--- src/hw/tpwm_pkg.sv ---
/*
  shared constants, register map and carrier types for the pwm/timer block.
  assumes a 32-bit classic wishbone slave and a single 100 mhz clock.
*/
package tpwm_pkg;
  localparam int TPWM_DW = 10;
  localparam int TPWM_PSW = 8;
  localparam logic [9:0] TPWM_CNT_MAX = 10'h3ff;
  localparam logic [9:0] TPWM_CNT_RST = 10'h000;
  localparam logic [7:0] TPWM_PS_ONES = 8'hff;
  localparam logic [2:0] TPWM_PS_TOP = 3'h7;
  // byte offsets, one aligned word each
  localparam logic [7:0] TPWM_CTRL_OFS [4] = '{8'h00, 8'h04, 8'h10, 8'h24};
  localparam logic [7:0] TPWM_DUTY_OFS [4] = '{8'h08, 8'h0c, 8'h1c, 8'h30};
  localparam logic [7:0] TPWM_CTB_OFS [2] = '{8'h14, 8'h28};
  localparam logic [7:0] TPWM_RLD_OFS [2] = '{8'h18, 8'h2c};
  localparam logic [7:0] TPWM_PSC_OFS [2] = '{8'h20, 8'h34};
  localparam logic [7:0] TPWM_IRQ_OFS = 8'h38;
  localparam logic [7:0] TPWM_PIN_OFS = 8'h3c;
  // control word a (and channel control) fields
  localparam int TPWM_OEN_BIT = 7;
  localparam int TPWM_AL_BIT = 6;
  localparam int TPWM_HRC_BIT = 3;
  localparam int TPWM_OS_BIT = 2;
  localparam int TPWM_RLS_BIT = 1;
  localparam int TPWM_EN_BIT = 0;
  // control word b fields
  localparam int TPWM_CS_BIT = 5;
  localparam int TPWM_CE_BIT = 4;
  localparam int TPWM_PSN_BIT = 3;
  localparam int TPWM_PSR_LSB = 0;
  // interrupt word fields
  localparam int TPWM_FLAG_LSB = 0;
  localparam int TPWM_IE_LSB = 2;
  localparam int TPWM_GIE_BIT = 4;

  typedef struct packed {
    logic oen;
    logic active_low;
  } tpwm_chan_cfg_t;

  typedef struct packed {
    logic enable;
    logic fast_rc;
    logic one_shot;
    logic reload_sel;
    logic clock_sel;
    logic edge_sel;
    logic ps_en_n;
    logic [2:0] ps_ratio;
  } tpwm_tmr_cfg_t;

  localparam tpwm_chan_cfg_t TPWM_CHAN_CFG_RST = '{oen: 1'b0,
                                                  active_low: 1'b0};
  localparam tpwm_tmr_cfg_t TPWM_TMR_CFG_RST = '{enable: 1'b0,
    fast_rc: 1'b0, one_shot: 1'b0, reload_sel: 1'b0, clock_sel: 1'b0,
    edge_sel: 1'b0, ps_en_n: 1'b1, ps_ratio: 3'h0};
endpackage : tpwm_pkg

--- src/hw/tpwm_top.sv ---
/*
  four pwm channels and two own timers behind a classic wishbone slave.
  channels two and three take their frame from an external shared timer
  given as count and overflow pulse; tick inputs are one-cycle enables.
*/
// The Wishbone interface to the registers and the register offsets were chosen for this implementation.
`timescale 1ns/1ps
module tpwm_top
  import tpwm_pkg::*;
(
  input wire logic clk_i, // 100 mhz system clock
  input wire logic rst_i, // synchronous reset, active high
  input wire logic cyc_i, // wishbone cycle
  input wire logic stb_i, // wishbone strobe
  input wire logic we_i, // wishbone write
  input wire logic [7:0] adr_i, // wishbone byte address
  input wire logic [3:0] sel_i, // wishbone byte selects
  input wire logic [31:0] dat_i, // wishbone write data
  output logic ack_o, // wishbone acknowledge
  output logic [31:0] dat_o, // wishbone read data
  input wire logic instr_tick_i, // instruction clock enable
  input wire logic fast_rc_tick_i, // fast rc enable
  input wire logic ext_count_pin_i, // external count pin
  input wire logic [TPWM_DW-1:0] shared_count_i, // shared timer count
  input wire logic shared_overflow_i, // shared timer underflow pulse
  output logic [1:0] ch2_pin_o, // ch2 candidate pin levels
  output logic [1:0] ch2_pin_oe_o, // ch2 candidate pin enables
  output logic [1:0] ch3_pin_o, // ch3 candidate pin levels
  output logic [1:0] ch3_pin_oe_o, // ch3 candidate pin enables
  output logic ch4_pin_o, // ch4 pin level
  output logic ch4_pin_oe_o, // ch4 pin enable
  output logic ch5_pin_o, // ch5 pin level
  output logic ch5_pin_oe_o, // ch5 pin enable
  output logic irq_o // interrupt request
);
  logic ack_reg;
  logic [31:0] dat_reg;
  logic [31:0] rd_data;
  tpwm_chan_cfg_t chan_cfg_reg [4];
  logic [TPWM_DW-1:0] duty_buf_reg [4];
  logic [1:0] duty_hi_reg [4];
  logic [1:0] pin_sel_reg;
  tpwm_tmr_cfg_t tmr_cfg_reg [2];
  logic [TPWM_DW-1:0] reload_buf_reg [2];
  logic [1:0] reload_hi_reg [2];
  logic [1:0] flag_reg;
  logic [1:0] flag_next;
  logic [1:0] ie_reg;
  logic gie_reg;
  logic irq_reg;
  logic irq_next;
  logic [TPWM_DW-1:0] tmr_count [2];
  logic [TPWM_PSW-1:0] tmr_ps [2];
  logic [1:0] tmr_uf;
  logic [TPWM_DW-1:0] ch_count [4];
  logic [3:0] ch_update;
  logic [3:0] ch_sel;
  logic [1:0] ch_pin [4];
  logic [1:0] ch_oe [4];

  wire req = cyc_i && stb_i && !ack_reg;
  wire wr_stb = req && we_i;
  wire rd_stb = req && !we_i;
  wire [7:0] ofs = {adr_i[7:2], 2'b00};
  wire irq_wr = wr_stb && sel_i[0] && (ofs == TPWM_IRQ_OFS);
  wire pin_wr = wr_stb && sel_i[0] && (ofs == TPWM_PIN_OFS);

  genvar i;
  genvar k;
  for (i = 0; i < 4; i++) begin : g_ch
    wire ctrl_wr = wr_stb && sel_i[0] && (ofs == TPWM_CTRL_OFS[i]);
    wire duty_hit = wr_stb && (ofs == TPWM_DUTY_OFS[i]);
    wire duty_wr_hi = duty_hit && sel_i[1];
    wire duty_wr_lo = duty_hit && sel_i[0];
    // upper bits wait until the low byte completes the value
    wire [1:0] duty_hi_val = duty_wr_hi ? dat_i[9:8] : duty_hi_reg[i];

    always_ff @(posedge clk_i) begin
      if (rst_i) begin
        chan_cfg_reg[i] <= TPWM_CHAN_CFG_RST;
        duty_buf_reg[i] <= '0;
        duty_hi_reg[i] <= '0;
      end else begin
        if (ctrl_wr) begin
          chan_cfg_reg[i] <= '{oen: dat_i[TPWM_OEN_BIT],
                               active_low: dat_i[TPWM_AL_BIT]};
        end
        duty_hi_reg[i] <= duty_hi_val;
        if (duty_wr_lo) begin
          duty_buf_reg[i] <= {duty_hi_val, dat_i[7:0]};
        end
      end
    end

    if (i < 2) begin : g_shared
      assign ch_count[i] = shared_count_i;
      assign ch_update[i] = shared_overflow_i;
      assign ch_sel[i] = pin_sel_reg[i];
    end else begin : g_own
      assign ch_count[i] = tmr_count[i-2];
      assign ch_update[i] = tmr_uf[i-2];
      assign ch_sel[i] = 1'b0;
    end

    tpwm_chan u_chan (
      .clk_i(clk_i),
      .rst_i(rst_i),
      .cfg_i(chan_cfg_reg[i]),
      .pin_sel_i(ch_sel[i]),
      .duty_i(duty_buf_reg[i]),
      .count_i(ch_count[i]),
      .update_i(ch_update[i]),
      .pin_o(ch_pin[i]),
      .pin_oe_o(ch_oe[i])
    );
  end

  for (k = 0; k < 2; k++) begin : g_tmr
    wire cta_wr = wr_stb && sel_i[0] && (ofs == TPWM_CTRL_OFS[k+2]);
    wire ctb_wr = wr_stb && sel_i[0] && (ofs == TPWM_CTB_OFS[k]);
    wire rld_hit = wr_stb && (ofs == TPWM_RLD_OFS[k]);
    wire rld_wr_hi = rld_hit && sel_i[1];
    wire rld_wr_lo = rld_hit && sel_i[0];
    wire [1:0] rld_hi_val = rld_wr_hi ? dat_i[9:8] : reload_hi_reg[k];
    wire [TPWM_DW-1:0] rld_val = {rld_hi_val, dat_i[7:0]};
    wire load_now = rld_wr_lo && !tmr_cfg_reg[k].enable;

    always_ff @(posedge clk_i) begin
      if (rst_i) begin
        tmr_cfg_reg[k] <= TPWM_TMR_CFG_RST;
        reload_buf_reg[k] <= '0;
        reload_hi_reg[k] <= '0;
      end else begin
        if (cta_wr) begin
          tmr_cfg_reg[k].enable <= dat_i[TPWM_EN_BIT];
          tmr_cfg_reg[k].fast_rc <= dat_i[TPWM_HRC_BIT];
          tmr_cfg_reg[k].one_shot <= dat_i[TPWM_OS_BIT];
          tmr_cfg_reg[k].reload_sel <= dat_i[TPWM_RLS_BIT];
        end
        if (ctb_wr) begin
          tmr_cfg_reg[k].clock_sel <= dat_i[TPWM_CS_BIT];
          tmr_cfg_reg[k].edge_sel <= dat_i[TPWM_CE_BIT];
          tmr_cfg_reg[k].ps_en_n <= dat_i[TPWM_PSN_BIT];
          tmr_cfg_reg[k].ps_ratio <= dat_i[TPWM_PSR_LSB +: 3];
        end
        reload_hi_reg[k] <= rld_hi_val;
        if (rld_wr_lo) begin
          reload_buf_reg[k] <= rld_val;
        end
      end
    end

    tpwm_timer u_tmr (
      .clk_i(clk_i),
      .rst_i(rst_i),
      .cfg_i(tmr_cfg_reg[k]),
      .instr_tick_i(instr_tick_i),
      .fast_rc_tick_i(fast_rc_tick_i),
      .ext_pin_i(ext_count_pin_i),
      .reload_i(reload_buf_reg[k]),
      .load_now_i(load_now),
      .load_val_i(rld_val),
      .count_o(tmr_count[k]),
      .ps_count_o(tmr_ps[k]),
      .underflow_o(tmr_uf[k])
    );

    // a new underflow beats a clear that lands in the same cycle
    assign flag_next[k] = tmr_uf[k] || (flag_reg[k] &&
                          !(irq_wr && !dat_i[TPWM_FLAG_LSB+k]));
  end

  assign irq_next = gie_reg && |(flag_reg & ie_reg);

  always_comb begin
    rd_data = '0;
    for (int c = 0; c < 4; c++) begin
      if (ofs == TPWM_DUTY_OFS[c]) begin
        rd_data[TPWM_DW-1:0] = duty_buf_reg[c];
      end
      if (ofs == TPWM_CTRL_OFS[c]) begin
        rd_data[TPWM_OEN_BIT] = chan_cfg_reg[c].oen;
        rd_data[TPWM_AL_BIT] = chan_cfg_reg[c].active_low;
      end
    end
    for (int t = 0; t < 2; t++) begin
      if (ofs == TPWM_CTRL_OFS[t+2]) begin
        rd_data[TPWM_EN_BIT] = tmr_cfg_reg[t].enable;
        rd_data[TPWM_HRC_BIT] = tmr_cfg_reg[t].fast_rc;
        rd_data[TPWM_OS_BIT] = tmr_cfg_reg[t].one_shot;
        rd_data[TPWM_RLS_BIT] = tmr_cfg_reg[t].reload_sel;
      end
      if (ofs == TPWM_CTB_OFS[t]) begin
        rd_data[TPWM_CS_BIT] = tmr_cfg_reg[t].clock_sel;
        rd_data[TPWM_CE_BIT] = tmr_cfg_reg[t].edge_sel;
        rd_data[TPWM_PSN_BIT] = tmr_cfg_reg[t].ps_en_n;
        rd_data[TPWM_PSR_LSB +: 3] = tmr_cfg_reg[t].ps_ratio;
      end
      if (ofs == TPWM_RLD_OFS[t]) begin
        rd_data[TPWM_DW-1:0] = tmr_count[t];
      end
      if (ofs == TPWM_PSC_OFS[t]) begin
        rd_data[TPWM_PSW-1:0] = tmr_ps[t];
      end
    end
    if (ofs == TPWM_IRQ_OFS) begin
      rd_data[TPWM_FLAG_LSB +: 2] = flag_reg;
      rd_data[TPWM_IE_LSB +: 2] = ie_reg;
      rd_data[TPWM_GIE_BIT] = gie_reg;
    end
    if (ofs == TPWM_PIN_OFS) begin
      rd_data[1:0] = pin_sel_reg;
    end
  end

  always_ff @(posedge clk_i) begin
    if (rst_i) begin
      ack_reg <= 1'b0;
      dat_reg <= '0;
      flag_reg <= '0;
      ie_reg <= '0;
      gie_reg <= 1'b0;
      irq_reg <= 1'b0;
      pin_sel_reg <= '0;
    end else begin
      ack_reg <= req;
      dat_reg <= rd_stb ? rd_data : '0;
      flag_reg <= flag_next;
      irq_reg <= irq_next;
      if (irq_wr) begin
        ie_reg <= dat_i[TPWM_IE_LSB +: 2];
        gie_reg <= dat_i[TPWM_GIE_BIT];
      end
      if (pin_wr) begin
        pin_sel_reg <= dat_i[1:0];
      end
    end
  end

  assign ack_o = ack_reg;
  assign dat_o = dat_reg;
  assign irq_o = irq_reg;
  assign ch2_pin_o = ch_pin[0];
  assign ch2_pin_oe_o = ch_oe[0];
  assign ch3_pin_o = ch_pin[1];
  assign ch3_pin_oe_o = ch_oe[1];
  assign ch4_pin_o = ch_pin[2][0];
  assign ch4_pin_oe_o = ch_oe[2][0];
  assign ch5_pin_o = ch_pin[3][0];
  assign ch5_pin_oe_o = ch_oe[3][0];
endmodule : tpwm_top

--- src/hw/tpwm_chan.sv ---
/*
  one pwm output channel: active duty register, comparator, polarity and
  two candidate pins. assumes a down-counting period count and an
  underflow pulse from the timer that owns the frame.
*/
`timescale 1ns/1ps
module tpwm_chan
  import tpwm_pkg::*;
(
  input wire logic clk_i, // system clock
  input wire logic rst_i, // synchronous reset
  input wire tpwm_chan_cfg_t cfg_i, // enable and polarity
  input wire logic pin_sel_i, // 0 first pin, 1 second pin
  input wire logic [TPWM_DW-1:0] duty_i, // buffered duty
  input wire logic [TPWM_DW-1:0] count_i, // frame count
  input wire logic update_i, // frame timer underflow
  output logic [1:0] pin_o, // pin levels
  output logic [1:0] pin_oe_o // pin drive enables
);
  logic [TPWM_DW-1:0] duty_act_reg;
  logic [TPWM_DW-1:0] duty_act_next;
  logic [1:0] pin_reg;
  logic [1:0] oe_reg;
  logic [1:0] pin_next;
  logic [1:0] oe_next;
  wire active = count_i < duty_act_reg;
  wire level = active ^ cfg_i.active_low;

  // duty changes only at frame end so no frame is ever cut short
  assign duty_act_next = update_i ? duty_i : duty_act_reg;

  genvar j;
  for (j = 0; j < 2; j++) begin : g_pin
    assign pin_next[j] = level;
    assign oe_next[j] = cfg_i.oen && (pin_sel_i == 1'(j));
  end

  always_ff @(posedge clk_i) begin
    if (rst_i) begin
      duty_act_reg <= '0;
      pin_reg <= '0;
      oe_reg <= '0;
    end else begin
      duty_act_reg <= duty_act_next;
      pin_reg <= pin_next;
      oe_reg <= oe_next;
    end
  end

  assign pin_o = pin_reg;
  assign pin_oe_o = oe_reg;
endmodule : tpwm_chan

--- src/hw/tpwm_timer.sv ---
/*
  10-bit down-counting timer with clock select, edge select, power of two
  prescaler, one shot and auto reload. assumes one-cycle tick pulses for
  the instruction clock and fast rc, and a pin level synchronous to clk_i.
*/
`timescale 1ns/1ps
module tpwm_timer
  import tpwm_pkg::*;
(
  input wire logic clk_i, // system clock
  input wire logic rst_i, // synchronous reset
  input wire tpwm_tmr_cfg_t cfg_i, // timer configuration
  input wire logic instr_tick_i, // instruction clock tick
  input wire logic fast_rc_tick_i, // fast rc tick
  input wire logic ext_pin_i, // external count pin level
  input wire logic [TPWM_DW-1:0] reload_i, // buffered reload
  input wire logic load_now_i, // immediate load strobe
  input wire logic [TPWM_DW-1:0] load_val_i, // value for immediate load
  output logic [TPWM_DW-1:0] count_o, // present count
  output logic [TPWM_PSW-1:0] ps_count_o, // present prescaler count
  output logic underflow_o // one-cycle underflow pulse
);
  logic [TPWM_DW-1:0] count_reg;
  logic [TPWM_DW-1:0] count_next;
  logic [TPWM_PSW-1:0] ps_reg;
  logic ext_prev_reg;
  logic done_reg;
  logic done_next;
  logic uf_reg;
  logic uf_next;

  wire ext_rise = ext_pin_i && !ext_prev_reg;
  wire ext_fall = !ext_pin_i && ext_prev_reg;
  wire ext_tick = cfg_i.edge_sel ? ext_fall : ext_rise;
  wire src_tick = cfg_i.fast_rc ? fast_rc_tick_i :
                  (cfg_i.clock_sel ? ext_tick : instr_tick_i);
  wire [TPWM_PSW-1:0] ps_mask = TPWM_PS_ONES >>
                                (TPWM_PS_TOP - cfg_i.ps_ratio);
  wire ps_full = (ps_reg & ps_mask) == ps_mask;
  wire cnt_tick = cfg_i.ps_en_n ? src_tick : (src_tick && ps_full);
  wire run = cfg_i.enable && !done_reg && cnt_tick;

  always_comb begin
    count_next = count_reg;
    done_next = done_reg;
    uf_next = 1'b0;
    if (load_now_i) begin
      count_next = load_val_i;
      done_next = 1'b0;
    end else if (!cfg_i.enable) begin
      done_next = 1'b0;
    end else if (run) begin
      if (count_reg == '0) begin
        uf_next = 1'b1;
        if (cfg_i.one_shot) begin
          done_next = 1'b1;
        end else begin
          count_next = cfg_i.reload_sel ? reload_i : TPWM_CNT_MAX;
        end
      end else begin
        count_next = count_reg - 1'b1;
      end
    end
  end

  always_ff @(posedge clk_i) begin
    if (rst_i) begin
      count_reg <= TPWM_CNT_RST;
      ps_reg <= '0;
      ext_prev_reg <= 1'b0;
      done_reg <= 1'b0;
      uf_reg <= 1'b0;
    end else begin
      count_reg <= count_next;
      // prescaler is held clear while bypassed
      ps_reg <= cfg_i.ps_en_n ? '0 : (src_tick ? ps_reg + 1'b1 : ps_reg);
      ext_prev_reg <= ext_pin_i;
      done_reg <= done_next;
      uf_reg <= uf_next;
    end
  end

  assign count_o = count_reg;
  assign ps_count_o = ps_reg;
  assign underflow_o = uf_reg;
endmodule : tpwm_timer

--- config.mk ---
export PLATFORM = sky130hd
export DESIGN_NAME = tpwm_top
export DESIGN_NICKNAME = d
export VERILOG_FILES = /design/src/hw/tpwm_pkg.sv /design/src/hw/tpwm_top.sv /design/src/hw/tpwm_chan.sv /design/src/hw/tpwm_timer.sv
export SDC_FILE = /design/constraint.sdc
export NUM_CORES = 1
export LEC_CHECK = 0
export ABC_AREA = 1
export BUFFER_PORTS_ARGS = -buffer_cell sky130_fd_sc_hd__buf_2
export CORE_MARGIN = 4
export CORE_UTILIZATION = 35
export DETAILED_ROUTE_END_ITERATION = 6
export MAX_ROUTING_LAYER = met4
export SLEW_MARGIN = 20
export SYNTH_ARGS = -nofsm -noshare
export SYNTH_HDL_FRONTEND = slang
export SYNTH_SLANG_ARGS = --single-unit
--- constraint.sdc ---
create_clock -name clk_i -period 3 [get_ports clk_i]
set_clock_uncertainty 0.1 [all_clocks]
set_input_delay 0.3 -clock clk_i [delete_from_list [all_inputs] [get_ports clk_i]]
set_output_delay 0.3 -clock clk_i [all_outputs]
set_load 0.1 [all_outputs]
==> impl_metrics.csv <==
group,metric,value,unit
logic_synthesis,synth-seq-cells,210,
die,die_h,182.6,um
setup_path,crit_path_frequent_cell,"nand3_2",
die,io_pins,109,
routing,drt_pass1_iterations,6,
placement,hpwl,22670,um
global_routing,grt_pass1_wl,47420,um
power_and_ir_drop,p_per_area,594.9,nW/um2
routing,drc,0,
clock_network,cts-buffers-inserted,24,
timing,fin_crit_sh,79.35,%
routing,wl_met1,13590,um
die,coreArea,29870,um2
timing,fmax,420.1,MHz
timing,min_period,2.381,ns
hold_path,hold_path_class,"input pin to flop",
placement,placed_cell_area,11260,um2
logic_synthesis,synthSimpleGateAreaFrac,23.82,%
global_routing,antenna_found_initial,0,
logic_synthesis,syn_inst,1334,
logic_synthesis,ys_top_cells_by_area,"edfxtp_1 (25%), dfxtp_1 (23%), nand2_1 (8.1%), nor2_1 (6.5%), a21oi_1 (6.0%)",
global_routing,grt_usage,18.45,%
setup_path,endpoint_kind,"flop",
die,die-area,33320,um2
logic_synthesis,yosys-mux-area-fraction,0,%
timing,finalSetupViolCount,0,
cells_and_area,layout_commonest_cell,"nand2_1",
cells_and_area,post_route_cells_drive_above_1_share,11.18,%
clock_network,cts_tree,"done",
routing,drt-initial-drc-count,750,
hold_path,hold_start,"dat_i[0]",
cells_and_area,final_nets,1498,
cells_and_area,multiInputGateArea,4658,um2
logic_synthesis,synth-xor-area-share,0.9034,%
logic_synthesis,yosys.area.top_type,"edfxtp_1",
timing,tightest_slew,0.7868,ns
clock_network,clk_pin_slew,0.06,ns
routing,wl_per_cell,17.03,um
setup_path,critPathTopFamily,"simple AND/OR/NAND/NOR gates",
clock_network,clock_latency,0.52,ns
global_routing,grt_pass1_vias,8590,
setup_path,cp-startpoint,"g_tmr[0].u_tmr.count_o[0]",
power_and_ir_drop,p_leak,4.938,nW
die,rows,63,
logic_synthesis,synth-edff-count,88,
setup_path,cp_data_required_time,3.31,ns
cells_and_area,fin_area,12060,um2
cells_and_area,area_growth,13.11,%
setup_path,crit_buf_inv,2,
run,drv_cap,0,
setup_path,cp_data_arrival_time,2.69,ns
routing,top_layer_used,"met4",
routing,avgViaCountPerCell,5.105,
die,dieWidth,182.6,um
logic_synthesis,async_flop_share,0,%
clock_network,root_buffer,"clkbuf_16",
cells_and_area,n_antenna_cell,0,
logic_synthesis,synth_seq_area_share,47.68,%
logic_synthesis,yosysWarnings,0,
timing,whs,0.05775,ns
global_routing,overflow,0,
logic_synthesis,syn_area,10660,um2
timing,tns,0,ns
setup_path,path_max_fanout,11,
power_and_ir_drop,ir_worst_vdd,397.0,uV
setup_path,r2r_start,"g_tmr[0].u_tmr.count_o[0]",
clock_network,h-tree-depth,1,
placement,dpl.cell_count,1756,
die,start_util,35.70,%
timing,slew_violations,0,
setup_path,cpPeakStageDelay,0.33,ns
clock_network,clock-sinks,210,
timing,hold_violations,0,
timing,rsz0062_at_grt,"false",
setup_path,critPathLaunchType,"flop",
clock_network,clk_path_buf_depth,3,
logic_synthesis,synthFlopType,"dfxtp_1",
timing,relSlewSlack,47.49,%
logic_synthesis,yosysUniqueCellTypes,44,
setup_path,crit_chain,"inv_1 > ha_1 > nand3_2 > nor2_2 > nand3_2 > inv_2 > nand2_1 > nand3_1 > nand2_2 > o21ai_0 > nor2_1",
placement,port_buffers,60,
setup_path,crit_type,"flop to flop",
placement,place.gp.congestion,0.9218,
logic_synthesis,synth_top_family_by_area,"simple AND/OR/NAND/NOR gates",
clock_network,cts_setup_buffers,0,
routing,ant_nets,0,
global_routing,grt_max_degree,62,
cells_and_area,register_area,5085,um2
setup_path,slowest_stage,"dfxtp_1",
routing,routed_wl,30700,um
routing,vias,9204,
logic_synthesis,avgSynthCellArea,7.994,um2
run_status,outcome,"completed",
logic_synthesis,post-synth-top-area-fraction,24.78,%
cells_and_area,finalNonFillerCells,1803,
routing,met3_length,1976,um
routing,dr_wl_met2,14400,um
cells_and_area,fillCellCount,3065,
logic_synthesis,synth_compound_area_share,13.49,%
logic_synthesis,synth_fa_ha_area_share,4.693,%
cells_and_area,mostFrequentLayoutCells,"nand2_1 (229), nor2_1 (185), inv_1 (158)",
-- through the flow --
| step | utilization (%) | total power, mW | setup slack (ns) |
|---|---|---|---|
| final | 40.37 | 7.175 | 0.6194 |
| after global routing | 40.37 | 7.497 | 0.4285 |
| after CTS | 40.37 | 7.215 | 0.6690 |
| after detailed placement | 37.70 | 4.394 | 0.6829 |
| after global placement | 37.70 | 4.380 | 0.7083 |
| after floorplan | - | 4.136 | 0.5734 |
-- final timing paths --
kind	depth (start not counted)	to	slack, ns
setup / recovery	11	g_tmr[0].u_tmr.count_o[9]	0.62
hold / removal	3	flag_reg[0]	0.06
setup reg to reg	11	g_tmr[0].u_tmr.count_o[9]	0.62
hold reg to reg	1	g_tmr[0].u_tmr.ps_count_o[7]	0.35
-- synth_stat cells, types with 4 or more instances --
cell and n:
o211ai_1 8, o21ai_1 7, o21ai_0 96, nand3_2 7, nor2_1 185, nand2_1 229, o31ai_1 5, inv_2 14
edfxtp_1 88, nor2_2 9, nand3_1 56, o221ai_1 4, clkbuf_1 24, nor2_4 11, a21oi_1 128, nand4_1 17
buf_4 26, o2111ai_1 4, ha_1 40, xor2_1 10, dfxtp_1 122, nor3_1 34, inv_1 159, buf_2 4
clkinv_1 4, nor4_1 9
-- kinds of logic after synthesis --
family                   Yosys count
other                              1
buffers and inverters            235
flip-flops                       210
XOR/XNOR                          11
AND/OR/NAND/NOR                  569
AO/OA/AOI/OAI                    268
adder cells (fa/ha/maj)           40
-- metal layers --
| layer | GRT usage (%) | up-vias |
|---|---|---|
| met5 | - | - |
| met4 | 4.923 | 0 |
| met3 | 2.671 | 45 |
| met2 | 30.02 | 291 |
| met1 | 24.22 | 4349 |
| li1 | - | 4519 |
-- power breakdown --
group / internal (mW) / switching (mW) / total (mW)
Sequential: 3.09 / 0.0960 / 3.18
Clock: 1.65 / 1.18 / 2.82
Combinational: 0.321 / 0.847 / 1.17
Total: 5.06 / 2.12 / 7.18
-- layout make-up --
type	instances	area share [%]
inverter	177	5.508
tap	390	4.046
sequential	210	42.16
clock inverter	10	0.4876
timing repair buffer	72	3.299
clock buffer	34	5.882
multi-input combinational	910	38.62
-- worst reg2reg max path: stages (launching register included) --
cell     delay (ns)
dfxtp_1        0.33
inv_1          0.17
ha_1           0.24
nand3_2        0.14
nor2_2         0.19
nand3_2        0.21
inv_2          0.23
nand2_1        0.09
nand3_1        0.12
nand2_2        0.18
o21ai_0        0.21
nor2_1         0.05
-- repair_timing --
item | in CTS | in global routing
hold buffers | 3 | 0
endpoints found under the hold margin | 6 | 0
gates resized for setup | 0 | 0
(Power assumes the default switching activity.)
